==> src/design/fips_pkg.sv <==
// Notes on behaviour
// - The command interrupt is requested while the command complete flag and its enable are both set.
// - The error interrupt is requested from the double and single fault flags, each gated by its own enable.
// - Entering wait mode changes nothing in the controller's state or function.
// - The command complete interrupt is able to wake the processor from wait mode.
// - A stop request made while a command runs is granted only after that command completes.
// - During reset the security setting register is loaded from the security byte of the configuration field.
// - A newly programmed security byte never takes effect: the next reset re-seeds the stored byte to 8'hFE before the load.
// - Both factory-test reserved registers read as zero and ignore every write.
package fips_pkg;

   // ------------------------------------------------------------------
   // Register offsets
   // ------------------------------------------------------------------
   localparam logic [3:0] ADDR_CONFIG = 4'h0;
   localparam logic [3:0] ADDR_ERR_CONFIG = 4'h1;
   localparam logic [3:0] ADDR_STATUS = 4'h2;
   localparam logic [3:0] ADDR_ERR_STATUS = 4'h3;
   localparam logic [3:0] ADDR_SECURITY = 4'h4;
   localparam logic [3:0] ADDR_COMMAND = 4'h5;
   localparam logic [3:0] ADDR_RSV_ONE = 4'h6;
   localparam logic [3:0] ADDR_RSV_TWO = 4'h7;
   localparam logic [3:0] ADDR_IRQ_STATUS = 4'h8;
   localparam logic [3:0] ADDR_IRQ_ENABLE = 4'h9;
   localparam logic [3:0] ADDR_IRQ_CLEAR = 4'hA;
   localparam logic [3:0] ADDR_NV_SEC_BYTE = 4'hB;

   // ------------------------------------------------------------------
   // Field positions
   // ------------------------------------------------------------------
   localparam int BIT_COMMAND_COMPLETE_IRQ_ENABLE = 7;
   localparam int BIT_CCF = 7;
   localparam int BIT_DFIE = 1;
   localparam int BIT_SFIE = 0;
   localparam int BIT_DFF = 1;
   localparam int BIT_SFF = 0;
   localparam int BIT_EV_DONE = 0;
   localparam int BIT_EV_DFAULT = 1;
   localparam int BIT_EV_SFAULT = 2;
   localparam int BIT_EV_STOP = 3;

   // ------------------------------------------------------------------
   // Reset values, timing and addresses
   // ------------------------------------------------------------------
   localparam logic [17:0] SEC_BYTE_GLOBAL_ADDR = 18'h3FF0F;
   localparam logic [7:0] NV_SEC_BYTE_RESET = 8'hFE;
   localparam logic [7:0] RESET_ZERO = 8'h00;
   localparam logic [3:0] EVENT_ZERO = 4'h0;
   localparam int CLOCK_MHZ = 25;
   localparam int PROGRAM_TIME_US = 20;
   localparam int PROGRAM_CYCLES = PROGRAM_TIME_US * CLOCK_MHZ;
   localparam logic [9:0] PROGRAM_CYCLES_W = 10'(PROGRAM_CYCLES);

   typedef enum logic [1:0] {
      FIPS_IDLE,
      FIPS_LOAD_SEC,
      FIPS_BUSY
   } fips_state_type;

endpackage : fips_pkg

==> src/design/fips_sync.sv <==
`timescale 1ns/1ps
module fips_sync (
   input wire logic clock_in,
   input wire logic rst_n_in,
   input wire logic async_in,
   output logic level_out
);
   typedef struct packed {
      logic [2:0] stage;
      logic level;
   } fips_sync_state_type;

   fips_sync_state_type state_reg;
   fips_sync_state_type state_next;

   // ----------------------------------------------------------------
   // Three stage capture, change taken when stages two and three agree
   // ----------------------------------------------------------------
   always_comb begin
      state_next = state_reg;
      state_next.stage = {state_reg.stage[1:0], async_in};
      if (state_reg.stage[1] == state_reg.stage[2]) begin
         state_next.level = state_reg.stage[2];
      end
   end

   // Register the state
   always_ff @(posedge clock_in or negedge rst_n_in) begin
      if (!rst_n_in) begin
         state_reg <= '0;
      end else begin
         state_reg <= state_next;
      end
   end

   assign level_out = state_reg.level;
endmodule : fips_sync

==> src/design/fips_irq.sv <==
`timescale 1ns/1ps
module fips_irq (
   input wire logic clock_in,
   input wire logic rst_n_in,
   input wire logic [3:0] event_in,
   input wire logic [3:0] enable_in,
   input wire logic [3:0] clear_in,
   input wire logic clear_stb_in,
   output logic [3:0] status_out,
   output logic irq_out
);
   import fips_pkg::*;

   typedef struct packed {
      logic [3:0] status;
      logic irq;
   } fips_irq_state_type;

   fips_irq_state_type state_reg;
   fips_irq_state_type state_next;

   // ----------------------------------------------------------------
   // Sticky status, a new event wins over a clear in the same cycle
   // ----------------------------------------------------------------
   always_comb begin
      state_next = state_reg;
      if (clear_stb_in) begin
         state_next.status = state_reg.status & ~clear_in;
      end
      state_next.status = state_next.status | event_in;
      state_next.irq = |(state_next.status & enable_in);
   end

   // Register the state
   always_ff @(posedge clock_in or negedge rst_n_in) begin
      if (!rst_n_in) begin
         state_reg <= '0;
      end else begin
         state_reg <= state_next;
      end
   end

   assign status_out = state_reg.status;
   assign irq_out = state_reg.irq;
endmodule : fips_irq

==> src/design/fips_top.sv <==
`timescale 1ns/1ps
module fips_top (
   input wire logic clock_in,
   input wire logic reset_n_in,
   input wire logic [3:0] addr_in,
   input wire logic [7:0] wdata_in,
   input wire logic write_in,
   input wire logic read_in,
   output logic [7:0] rdata_out,
   input wire logic wait_mode_in,
   input wire logic stop_request_in,
   input wire logic double_fault_in,
   input wire logic single_fault_in,
   output logic stop_ack_out,
   output logic cmd_irq_out,
   output logic err_irq_out,
   output logic wake_out,
   output logic [7:0] security_out,
   output logic summary_irq_out
);
   import fips_pkg::*;

   typedef struct packed {
      fips_state_type state;
      logic [9:0] count;
      logic command_complete_flag;
      logic command_complete_irq_enable;
      logic double_fault_detect_flag;
      logic single_fault_detect_flag;
      logic double_fault_irq_enable;
      logic single_fault_irq_enable;
      logic [7:0] security_setting_register;
      logic [7:0] nv_sec_byte;
      logic nv_sec_programmed;
      logic [3:0] irq_enable;
      logic [7:0] rdata;
      logic stop_ack;
      logic cmd_irq;
      logic err_irq;
      logic wake;
      logic [3:0] events;
   } fips_top_state_type;

   fips_top_state_type state_reg;
   fips_top_state_type state_next;
   logic [1:0] rst_sync_reg;
   logic rst_n;
   logic stop_req_sync;
   logic dfault_sync;
   logic sfault_sync;
   logic [3:0] irq_status;
   logic irq_level;

   // ----------------------------------------------------------------
   // Reset release through two flip-flops
   // ----------------------------------------------------------------
   always_ff @(posedge clock_in or negedge reset_n_in) begin
      if (!reset_n_in) begin
         rst_sync_reg <= 2'h0;
      end else begin
         rst_sync_reg <= {rst_sync_reg[0], 1'b1};
      end
   end
   assign rst_n = rst_sync_reg[1];

   // ----------------------------------------------------------------
   // Pin synchronisers
   // ----------------------------------------------------------------
   fips_sync u_sync_stop (
      .clock_in(clock_in),
      .rst_n_in(rst_n),
      .async_in(stop_request_in),
      .level_out(stop_req_sync)
   );
   fips_sync u_sync_dfault (
      .clock_in(clock_in),
      .rst_n_in(rst_n),
      .async_in(double_fault_in),
      .level_out(dfault_sync)
   );
   fips_sync u_sync_sfault (
      .clock_in(clock_in),
      .rst_n_in(rst_n),
      .async_in(single_fault_in),
      .level_out(sfault_sync)
   );

   // ----------------------------------------------------------------
   // Interrupt status, enable and clear
   // ----------------------------------------------------------------
   fips_irq u_irq (
      .clock_in(clock_in),
      .rst_n_in(rst_n),
      .event_in(state_reg.events),
      .enable_in(state_reg.irq_enable),
      .clear_in(wdata_in[3:0]),
      .clear_stb_in(write_in && addr_in == ADDR_IRQ_CLEAR),
      .status_out(irq_status),
      .irq_out(irq_level)
   );

   // Write hit helper
   function automatic logic wr_hit(input logic [3:0] a, input logic w, input logic [3:0] t);
      wr_hit = w && (a == t);
   endfunction : wr_hit

   // ----------------------------------------------------------------
   // Next state: sequencer, registers, requests
   // ----------------------------------------------------------------
   always_comb begin
      state_next = state_reg;
      state_next.events = EVENT_ZERO;
      // Sequencer; wait_mode_in deliberately plays no part here
      case (state_reg.state)
         FIPS_LOAD_SEC: begin
            // Security byte at the configuration field copied
            state_next.security_setting_register = state_reg.nv_sec_byte;
            state_next.state = FIPS_IDLE;
         end
         FIPS_IDLE: begin
            if (wr_hit(addr_in, write_in, ADDR_COMMAND) && state_reg.command_complete_flag) begin
               state_next.command_complete_flag = 1'b0;
               state_next.count = PROGRAM_CYCLES_W;
               state_next.state = FIPS_BUSY;
            end
         end
         FIPS_BUSY: begin
            if (state_reg.count == 10'h000) begin
               state_next.command_complete_flag = 1'b1;
               state_next.events[BIT_EV_DONE] = 1'b1;
               // Programming finished; live setting unchanged, and reset re-seeds the byte to 8'hFE
               if (state_reg.nv_sec_programmed) begin
                  state_next.nv_sec_programmed = 1'b0;
               end
               state_next.state = FIPS_IDLE;
            end else begin
               state_next.count = state_reg.count - 10'h001;
            end
         end
         default: begin
            state_next.state = FIPS_IDLE;
         end
      endcase
      // Fault flags set by events, set wins over clear
      if (wr_hit(addr_in, write_in, ADDR_ERR_STATUS)) begin
         if (wdata_in[BIT_DFF]) state_next.double_fault_detect_flag = 1'b0;
         if (wdata_in[BIT_SFF]) state_next.single_fault_detect_flag = 1'b0;
      end
      if (dfault_sync) begin
         state_next.double_fault_detect_flag = 1'b1;
         state_next.events[BIT_EV_DFAULT] = 1'b1;
      end
      if (sfault_sync) begin
         state_next.single_fault_detect_flag = 1'b1;
         state_next.events[BIT_EV_SFAULT] = 1'b1;
      end
      // Control writes
      if (wr_hit(addr_in, write_in, ADDR_CONFIG)) begin
         state_next.command_complete_irq_enable = wdata_in[BIT_COMMAND_COMPLETE_IRQ_ENABLE];
      end
      if (wr_hit(addr_in, write_in, ADDR_ERR_CONFIG)) begin
         state_next.double_fault_irq_enable = wdata_in[BIT_DFIE];
         state_next.single_fault_irq_enable = wdata_in[BIT_SFIE];
      end
      if (wr_hit(addr_in, write_in, ADDR_IRQ_ENABLE)) begin
         state_next.irq_enable = wdata_in[3:0];
      end
      // Program the non-volatile security byte; live setting untouched
      if (wr_hit(addr_in, write_in, ADDR_NV_SEC_BYTE) && state_reg.state == FIPS_IDLE
          && state_reg.command_complete_flag) begin
         state_next.nv_sec_byte = wdata_in;
         state_next.nv_sec_programmed = 1'b1;
         state_next.command_complete_flag = 1'b0;
         state_next.count = PROGRAM_CYCLES_W;
         state_next.state = FIPS_BUSY;
      end
      // Stop granted only when no command is running
      state_next.stop_ack = stop_req_sync && state_next.command_complete_flag
         && state_next.state == FIPS_IDLE;
      if (stop_req_sync && !state_reg.stop_ack && state_next.stop_ack) begin
         state_next.events[BIT_EV_STOP] = 1'b1;
      end
      // Command interrupt request
      state_next.cmd_irq = state_next.command_complete_flag
         && state_next.command_complete_irq_enable;
      // Error interrupt request
      state_next.err_irq = (state_next.double_fault_detect_flag
         && state_next.double_fault_irq_enable)
         || (state_next.single_fault_detect_flag && state_next.single_fault_irq_enable);
      // Wake from wait through the command interrupt
      state_next.wake = wait_mode_in && state_next.cmd_irq;
      // Read data, one cycle after the strobe
      state_next.rdata = RESET_ZERO;
      if (read_in) begin
         case (addr_in)
            ADDR_CONFIG: state_next.rdata[BIT_COMMAND_COMPLETE_IRQ_ENABLE] = state_reg.command_complete_irq_enable;
            ADDR_ERR_CONFIG: state_next.rdata = {6'h00, state_reg.double_fault_irq_enable,
               state_reg.single_fault_irq_enable};
            ADDR_STATUS: state_next.rdata[BIT_CCF] = state_reg.command_complete_flag;
            ADDR_ERR_STATUS: state_next.rdata = {6'h00, state_reg.double_fault_detect_flag,
               state_reg.single_fault_detect_flag};
            ADDR_SECURITY: state_next.rdata = state_reg.security_setting_register;
            ADDR_RSV_ONE: state_next.rdata = RESET_ZERO;
            ADDR_RSV_TWO: state_next.rdata = RESET_ZERO;
            ADDR_IRQ_STATUS: state_next.rdata = {4'h0, irq_status};
            ADDR_IRQ_ENABLE: state_next.rdata = {4'h0, state_reg.irq_enable};
            ADDR_NV_SEC_BYTE: state_next.rdata = state_reg.nv_sec_byte;
            default: state_next.rdata = RESET_ZERO;
         endcase
      end
   end

   // ----------------------------------------------------------------
   // State register; the block reset also re-seeds the stored byte
   // ----------------------------------------------------------------
   always_ff @(posedge clock_in or negedge rst_n) begin
      if (!rst_n) begin
         state_reg <= '0;
         state_reg.state <= FIPS_LOAD_SEC;
         state_reg.command_complete_flag <= 1'b1;
         state_reg.nv_sec_byte <= NV_SEC_BYTE_RESET;
      end else begin
         state_reg <= state_next;
      end
   end

   assign rdata_out = state_reg.rdata;
   assign stop_ack_out = state_reg.stop_ack;
   assign cmd_irq_out = state_reg.cmd_irq;
   assign err_irq_out = state_reg.err_irq;
   assign wake_out = state_reg.wake;
   assign security_out = state_reg.security_setting_register;
   assign summary_irq_out = irq_level;
endmodule : fips_top

==> config.mk <==
export PLATFORM = sky130hd
export DESIGN_NAME = fips_top
export DESIGN_NICKNAME = d
export VERILOG_FILES = /design/src/design/fips_pkg.sv /design/src/design/fips_sync.sv /design/src/design/fips_irq.sv /design/src/design/fips_top.sv
export SDC_FILE = /design/constraint.sdc
export NUM_CORES = 1
export LEC_CHECK = 0
export ABC_AREA = 1
export BUFFER_PORTS_ARGS = -buffer_cell sky130_fd_sc_hd__buf_2
export CAP_MARGIN = 20
export CORE_MARGIN = 1
export CORE_UTILIZATION = 60
export CTS_BUF_LIST = sky130_fd_sc_hd__clkbuf_4 sky130_fd_sc_hd__clkbuf_8 sky130_fd_sc_hd__clkbuf_16
export CTS_CLUSTER_SIZE = 8
export DETAILED_ROUTE_END_ITERATION = 16
export HOLD_SLACK_MARGIN = 0.15
export MAX_ROUTING_LAYER = met4
export PLACE_DENSITY = 0.9
export SLEW_MARGIN = 20
export SYNTH_ARGS = -nofsm -noshare
export SYNTH_HDL_FRONTEND = slang
export SYNTH_SLANG_ARGS = --single-unit
==> constraint.sdc <==
create_clock -name clock_in -period 4.86 [get_ports clock_in]
set_input_delay 0.486 -clock clock_in [delete_from_list [all_inputs] [get_ports clock_in]]
set_output_delay 0.486 -clock clock_in [all_outputs]
set_load 0.02 [all_outputs]
==> impl_metrics.py, run 1 <==
metrics = {
    "timing": {
        "setup_violations": 0,
        "hold_viol_final": 0,
        "clock.fmax_mhz": 576,
        "rsz0062_at_grt": "false",
        "tightest_slew_ns": 0.587,
        "fin_tns_setup_ns": 0,
        "clock-skew-final_ns": 0.0144,
        "fin_crit_ns": 1.74,
        "finalMaxSlewViolations": 0,
        "finalCritPeriodShare_pct": 35.7,
        "maxSlewHeadroom_pct": 60.8,
        "postLayoutSetupSlackWorst_ns": 3.12,
    },
    "routing": {
        "ant_nets": 0,
        "drt_wl_total_mm": 6.49,
        "dr.pass1.iters": 5,
        "viasPerCell": 5.18,
        "routedWlPerCell_um": 14.1,
        "vias": 2377,
        "drc": 0,
        "initialDrtViolationCount": 231,
    },
    "placement": {
        "dp.final_hpwl_mm": 4.70,
        "place_ws_ns": 3.12,
        "gp_congestion": 0.948,
        "io_buffers": 40,
    },
    "final_layout": {
        "fin_nets": 405,
        "drive_gt1_share_pct": 22.9,
        "fin_util_pct": 69.5,
        "area_growth_pct": 10.7,
        "antenna_cells": 0,
        "largest_reg_flops": 34,
    },
    "power": {
        "p_seq_share_pct": 49.2,
        "p_comb_share_pct": 23.0,
        "pwr-share-clk_pct": 27.8,
        "p_sw_share_pct": 32.3,
        "ir_drop_mv": 0.245,
        "finalPower_mw": 1.56,
        "p_leak_nw": 1.87,
        "p_sw_mw": 0.505,
        "intPower_mw": 1.06,
        "powerDensity_nw_per_um2": 438,
    },
    "die": {
        "dieArea_um2": 5670,
        "rows": 26,
        "io_pins": 41,
        "initial_core_util_pct": 62.7,
        "die_height_um": 75.3,
        "core_um2": 5140,
        "die_w_um": 75.3,
    },
    "synth": {
        "synth.avg_cell_area_um2": 9.21,
        "synth_edf_count": 0,
        "ys.warnings.count": 0,
        "ys_seq_area_share_pct": 57.0,
        "synth_cell_types": 34,
        "syn_area_um2": 3220,
        "synthCells": 350,
        "ys.flop_type": "dfrtp_1",
        "syn_nets": 371,
        "async_flop_share_pct": 100,
        "ys_seq_elements": 73,
    },
    "cts": {
        "clock-sinks": 73,
        "cts-buffers-inserted": 9,
        "clockBufferDepth": 2,
        "cts_tree": "built",
        "ctsResizeCount": 0,
        "clk_pin_slew_ns": 0.08,
        "root_buffer": "clkbuf_8",
        "h-tree-depth": 3,
        "clk_latency_ns": 0.34,
    },
    "job": {
        "cap_viol_max_count": 0,
    },
    "setup_path": {
        "end_kind": "flop",
        "path_max_fanout": 14,
        "worst-endpoint-required_ns": 5.10,
        "reg2reg_depth": 8,
        "r2r_slack_ns": 3.12,
        "critPathLaunchType": "flop",
        "path_class": "flop to flop",
        "arrival_ns": 1.98,
    },
    "min_path": {
        "worstHoldPathType": "flop to async pin",
    },
    "global_routing": {
        "grt_remaining_overflow": 0,
        "grt_pass1_wl_mm": 10.2,
        "antenna_found_initial": 0,
        "grt_usage_pct": 26.0,
        "grt_max_degree": 51,
        "grt_pass1_vias": 2166,
    },
    "status": {
        "status": "complete, no violations",
    },
}
-- cell usage in the layout (no fill, tap or decap), types with 2 or more instances in the layout --
| cell | netlist | final |
|---|---|---|
| nor3_2 | 2 | 2 |
| nor3_1 | 2 | 2 |
| dfrtp_1 | 64 | 63 |
| maj3_1 | 3 | 3 |
| dfstp_2 | 9 | 9 |
| mux2_1 | 3 | 3 |
| inv_1 | 41 | 41 |
| inv_2 | 5 | 5 |
| xor2_1 | 2 | 2 |
| nand4_1 | 3 | 3 |
| o22ai_1 | 6 | 6 |
| conb_1 | 2 | 2 |
| nand3_1 | 22 | 22 |
| clkbuf_8 | 0 | 10 |
| a21oi_1 | 8 | 8 |
| clkbuf_4 | 0 | 5 |
| nand2_1 | 82 | 82 |
| o21ai_1 | 11 | 11 |
| nor2_2 | 5 | 5 |
| o21ai_0 | 15 | 15 |
| buf_2 | 1 | 40 |
| nand2_2 | 3 | 3 |
| nor2_1 | 27 | 27 |
| o21bai_1 | 3 | 3 |
| mux2_2 | 4 | 4 |
| nand3b_1 | 2 | 2 |
-- metal layers --
metal | up-vias | GRT usage, % | routed length [µm]
li1 | 1166 | - | -
met5 | - | - | 0
met4 | 0 | 13.4 | 143
met3 | 14 | 5.56 | 374
met2 | 90 | 39.2 | 3110
met1 | 1107 | 33.4 | 2860
-- Yosys cell counts (2+ instances only) --
| master | number | area share (%) |
|---|---|---|
| nand3b_1 | 2 | 0.47 |
| inv_2 | 5 | 0.58 |
| mux2_1 | 3 | 1.0 |
| buf_4 | 16 | 3.7 |
| nand4_1 | 3 | 0.58 |
| o21ai_0 | 15 | 2.3 |
| conb_1 | 2 | 0.23 |
| nor2_2 | 5 | 0.97 |
| inv_1 | 41 | 4.8 |
| nand3_1 | 22 | 3.4 |
| nor2_1 | 27 | 3.1 |
| nand2_1 | 82 | 9.5 |
| nand2_2 | 3 | 0.58 |
| o22ai_1 | 6 | 1.2 |
| a21oi_1 | 8 | 1.2 |
| o21bai_1 | 3 | 0.70 |
| nor3_1 | 2 | 0.31 |
| maj3_1 | 3 | 0.93 |
| dfrtp_1 | 64 | 50 |
| xor2_1 | 2 | 0.54 |
| mux2_2 | 4 | 1.4 |
| o21ai_1 | 11 | 1.7 |
| nor3_2 | 2 | 0.62 |
| dfstp_2 | 9 | 7.3 |
-- critical path, cell delays in order (launching register included) --
cell	delay [ns]
dfrtp_1	0.37
inv_1	0.13
ha_1	0.24
nand3_2	0.15
nor2_2	0.16
nand2_1	0.07
nand2_2	0.12
nand3_4	0.18
o22ai_1	0.22
-- power groups by stage --
stage | logic, mW | registers [mW] | clock network, mW
finish | 0.360 | 0.770 | 0.434
global route | 0.401 | 0.781 | 0.469
CTS | 0.359 | 0.770 | 0.441
detailed placement | 0.355 | 0.780 | 0
global placement | 0.335 | 0.775 | 0
floorplan | 0.263 | 0.780 | 0
-- final cells by class --
type                       instances  area (µm²)
sequential                        73        1840
fill                             430        1570
multi-input combinational        212        1070
timing repair buffer              42         218
clock buffer                      15         175
inverter                          46         173
tap                               70        87.6
clock inverter                     1        5.00
-- stage by stage --
step           hold WS [ns]  area (µm²)  instances
5_1_grt               0.225        3570        459
3_3_place_gp          0.234        3380        442
6_report              0.212        3570        459
2_1_floorplan         0.190        3220        350
3_5_place_dp          0.241        3380        442
4_1_cts               0.234        3570        459
-- path summary, 6_finish.rpt --
kind | start | end
setup / recovery | state_reg[43]$_DFFE_PN0P_ | state_reg[46]$_DFFE_PN0P_
hold / removal | rst_sync_reg[1]$_DFF_PN0_ | state_reg[18]$_DFFE_PN0P_
setup reg to reg | state_reg[43]$_DFFE_PN0P_ | state_reg[46]$_DFFE_PN0P_
hold reg to reg | rst_sync_reg[1]$_DFF_PN0_ | state_reg[18]$_DFFE_PN0P_
max in group asynchronous | rst_sync_reg[1]$_DFF_PN0_ | state_reg[0]$_DFF_PN0_
min in group clock_in | stop_request_in | u_sync_stop.state_next[2]$_DFF_PN0_
-- kinds of logic after synthesis --
| kind of cell | count (synthesis) | synth area share [%] |
|---|---|---|
| AND/OR/NAND/NOR | 152 | 21.1 |
| flip-flops | 73 | 57.0 |
| buffers and inverters | 65 | 9.70 |
| AO/OA/AOI/OAI | 45 | 7.68 |
| multiplexers | 7 | 2.44 |
| adder cells (fa/ha/maj) | 4 | 1.32 |
| other | 2 | 0.233 |
| XOR/XNOR | 2 | 0.543 |
-- timing repair --
action,CTS,global route
hold endpoints to repair,2,0
buffers inserted,0,0
hold buffers,1,0
(Power assumes the default switching activity.)
==> run 2, diff against run 1 <==
--- a/config.mk
+++ b/config.mk
@@ -9,13 +9,13 @@
 export BUFFER_PORTS_ARGS = -buffer_cell sky130_fd_sc_hd__buf_2
 export CAP_MARGIN = 20
 export CORE_MARGIN = 1
-export CORE_UTILIZATION = 60
+export CORE_UTILIZATION = 57
 export CTS_BUF_LIST = sky130_fd_sc_hd__clkbuf_4 sky130_fd_sc_hd__clkbuf_8 sky130_fd_sc_hd__clkbuf_16
 export CTS_CLUSTER_SIZE = 8
 export DETAILED_ROUTE_END_ITERATION = 16
 export HOLD_SLACK_MARGIN = 0.15
 export MAX_ROUTING_LAYER = met4
-export PLACE_DENSITY = 0.9
+export PLACE_DENSITY = 0.87
 export SLEW_MARGIN = 20
 export SYNTH_ARGS = -nofsm -noshare
 export SYNTH_HDL_FRONTEND = slang
==> constraint.sdc (replaced) <==
create_clock -name clock_in -period 1.8 [get_ports clock_in]
set_input_delay 0.18 -clock clock_in [delete_from_list [all_inputs] [get_ports clock_in]]
set_output_delay 0.18 -clock clock_in [all_outputs]
set_load 0.02 [all_outputs]
==> run 2 against run 1 <==
  * Critical endpoint is now state_reg[51]$_DFFE_PN0P_
  * Clock power grew to 3.0 times the previous value
  * Largest cell class unchanged
  * Final cell count grew 3.5%
  * Setup slack lost 3.0 ns
  * Largest power group unchanged
  * Combinational power grew to 2.7 times the previous value
==> impl_metrics.py, run 2 (synthesis results as in run 1) <==
metrics = {
    "cts": {
        "cts_tree": "built",
        "root_buffer": "clkbuf_8",
        "h-tree-depth": 3,
        "cts-buffers-inserted": 9,
        "clk_pin_slew_ns": 0.07,
        "clockBufferDepth": 2,
        "clk_latency_ns": 0.34,
        "clock-sinks": 73,
        "postCtsSetupBuffers": 0,
    },
    "timing": {
        "finalMaxSlewViolations": 0,
        "fin_tns_setup_ns": 0,
        "setup_violations": 0,
        "rsz0062_at_grt": "false",
        "hold_viol_final": 0,
        "maxSlewHeadroom_pct": 61.1,
        "postLayoutSetupSlackWorst_ns": 0.146,
        "clock.fmax_mhz": 605,
        "tightest_slew_ns": 0.581,
        "finalCritPeriodShare_pct": 91.9,
        "clock-skew-final_ns": 0.00437,
        "fin_crit_ns": 1.65,
    },
    "global_routing": {
        "grt_max_degree": 27,
        "antenna_found_initial": 0,
        "grt_pass1_vias": 2358,
        "grt_pass1_wl_mm": 10.8,
        "grt_usage_pct": 24.5,
        "grt_remaining_overflow": 0,
    },
    "routing": {
        "initialDrtViolationCount": 155,
        "routedWlPerCell_um": 13.4,
        "vias": 2438,
        "viasPerCell": 5.13,
        "ant_nets": 0,
        "drc": 0,
        "dr.pass1.iters": 4,
        "drt_wl_total_mm": 6.38,
    },
    "placement": {
        "dp_cells": 445,
        "dp.final_hpwl_mm": 4.57,
        "place_ws_ns": 0.169,
        "place_area_um2": 3420,
        "gp_congestion": 0.964,
        "io_buffers": 40,
    },
    "final_layout": {
        "layout_common_cells": "82 x nand2_1, 63 x dfrtp_1, 41 x inv_1",
        "antenna_cells": 0,
        "area_growth_pct": 16.8,
        "largest_reg_flops": 34,
        "drive_gt1_share_pct": 22.3,
        "final_common_cell": "nand2_1",
        "final_area_um2": 3770,
        "stdcell_count": 475,
        "fin_nets": 419,
    },
    "die": {
        "die_w_um": 77.2,
        "initial_core_util_pct": 58.9,
        "rows": 27,
        "io_pins": 41,
        "die_height_um": 77.2,
        "dieArea_um2": 5960,
        "core_um2": 5470,
    },
    "setup_path": {
        "reg2reg_depth": 9,
        "r2r_slack_ns": 0.15,
        "endpoint": "state_reg[51]$_DFFE_PN0P_",
        "critPathLaunchType": "flop",
        "arrival_ns": 1.88,
        "r2r_end": "state_reg[51]$_DFFE_PN0P_",
        "path_max_fanout": 14,
        "path_class": "flop to flop",
        "worst-endpoint-required_ns": 2.03,
        "end_kind": "flop",
        "r2r-start": "state_reg[43]$_DFFE_PN0P_",
        "startpoint": "state_reg[43]$_DFFE_PN0P_",
    },
    "status": {
        "status": "complete, no violations",
    },
    "power": {
        "p_leak_nw": 1.94,
        "finalPower_mw": 4.35,
        "ir_drop_mv": 0.616,
        "powerDensity_nw_per_um2": 1160,
    },
    "min_path": {
        "worstHoldPathType": "primary input to flop",
    },
    "job": {
        "cap_viol_max_count": 0,
    },
}
## run 2: cell count changes in the layout (fill, tap and decap cells not counted), sizes merged
| cell | before | now |
|---|---|---|
| clkinvlp | 0 | 2 |
| buf | 41 | 42 |
| bufinv | 0 | 1 |
| dlygate4sd3 | 1 | 14 |
| clkbuf | 15 | 10 |
| clkinv | 1 | 3 |
## run 2: cell type report
class / instances / area [µm²]
clock buffers: 10 / 138
clock inverters: 6 / 67.6
well taps: 72 / 90.1
inverters: 46 / 173
flip-flops and latches: 73 / 1840
repair buffers: 56 / 380
multi-input cells: 212 / 1080
fillers: 407 / 1710
## run 2: timing repair
action	in CTS	in global routing
endpoints found under the hold margin	19	0
gates resized for setup	0	1
endpoints found under the setup margin	0	4
hold buffers	14	0
## run 2: worst min-delay path by stage
stage               startpoint                   endpoint  slack (ns)  depth (start not counted)
floorplan           reset_n_in  rst_sync_reg[0]$_DFF_PN0_       -0.12                          0
global placement    reset_n_in  rst_sync_reg[0]$_DFF_PN0_       -0.03                          1
detailed placement  reset_n_in  rst_sync_reg[0]$_DFF_PN0_       -0.03                          1
CTS                    read_in     rdata_out[3]$_DFF_PN0_        0.18                          3
global route           read_in     rdata_out[1]$_DFF_PN0_        0.21                          3
finish                 read_in     rdata_out[3]$_DFF_PN0_        0.19                          3
## run 2: stage by stage
stage | hold slack, ns | utilization, %
CTS | 0.175 | 68.7
floorplan | -0.116 | -
finish | 0.192 | 68.8
global placement | -0.0322 | 62.4
detailed placement | -0.0328 | 62.4
global route | 0.207 | 68.8
## run 2: worst max-delay path, stage by stage, from the launching register on
cell     delay [ns]
dfrtp_1        0.36
inv_1          0.12
ha_1           0.22
nand3_2        0.14
nor2_2         0.14
nand2_1        0.07
nand2_2        0.11
nand3_4        0.17
nand2_1        0.13
o21ai_1        0.07
## run 2: layer usage
layer	vias to the layer above	share of wire, %	global-route usage, %
met5	-	0	-
met4	0	2.3	11.5
met3	15	5.2	5.24
met2	73	49	38.8
met1	1150	44	29.9
li1	1200	-	-
## run 2: report_power, final
group | internal (mW) | switching, mW
sequential | 1.91 | 0.156
clock | 0.679 | 0.618
combinational | 0.352 | 0.632
total | 2.95 | 1.41
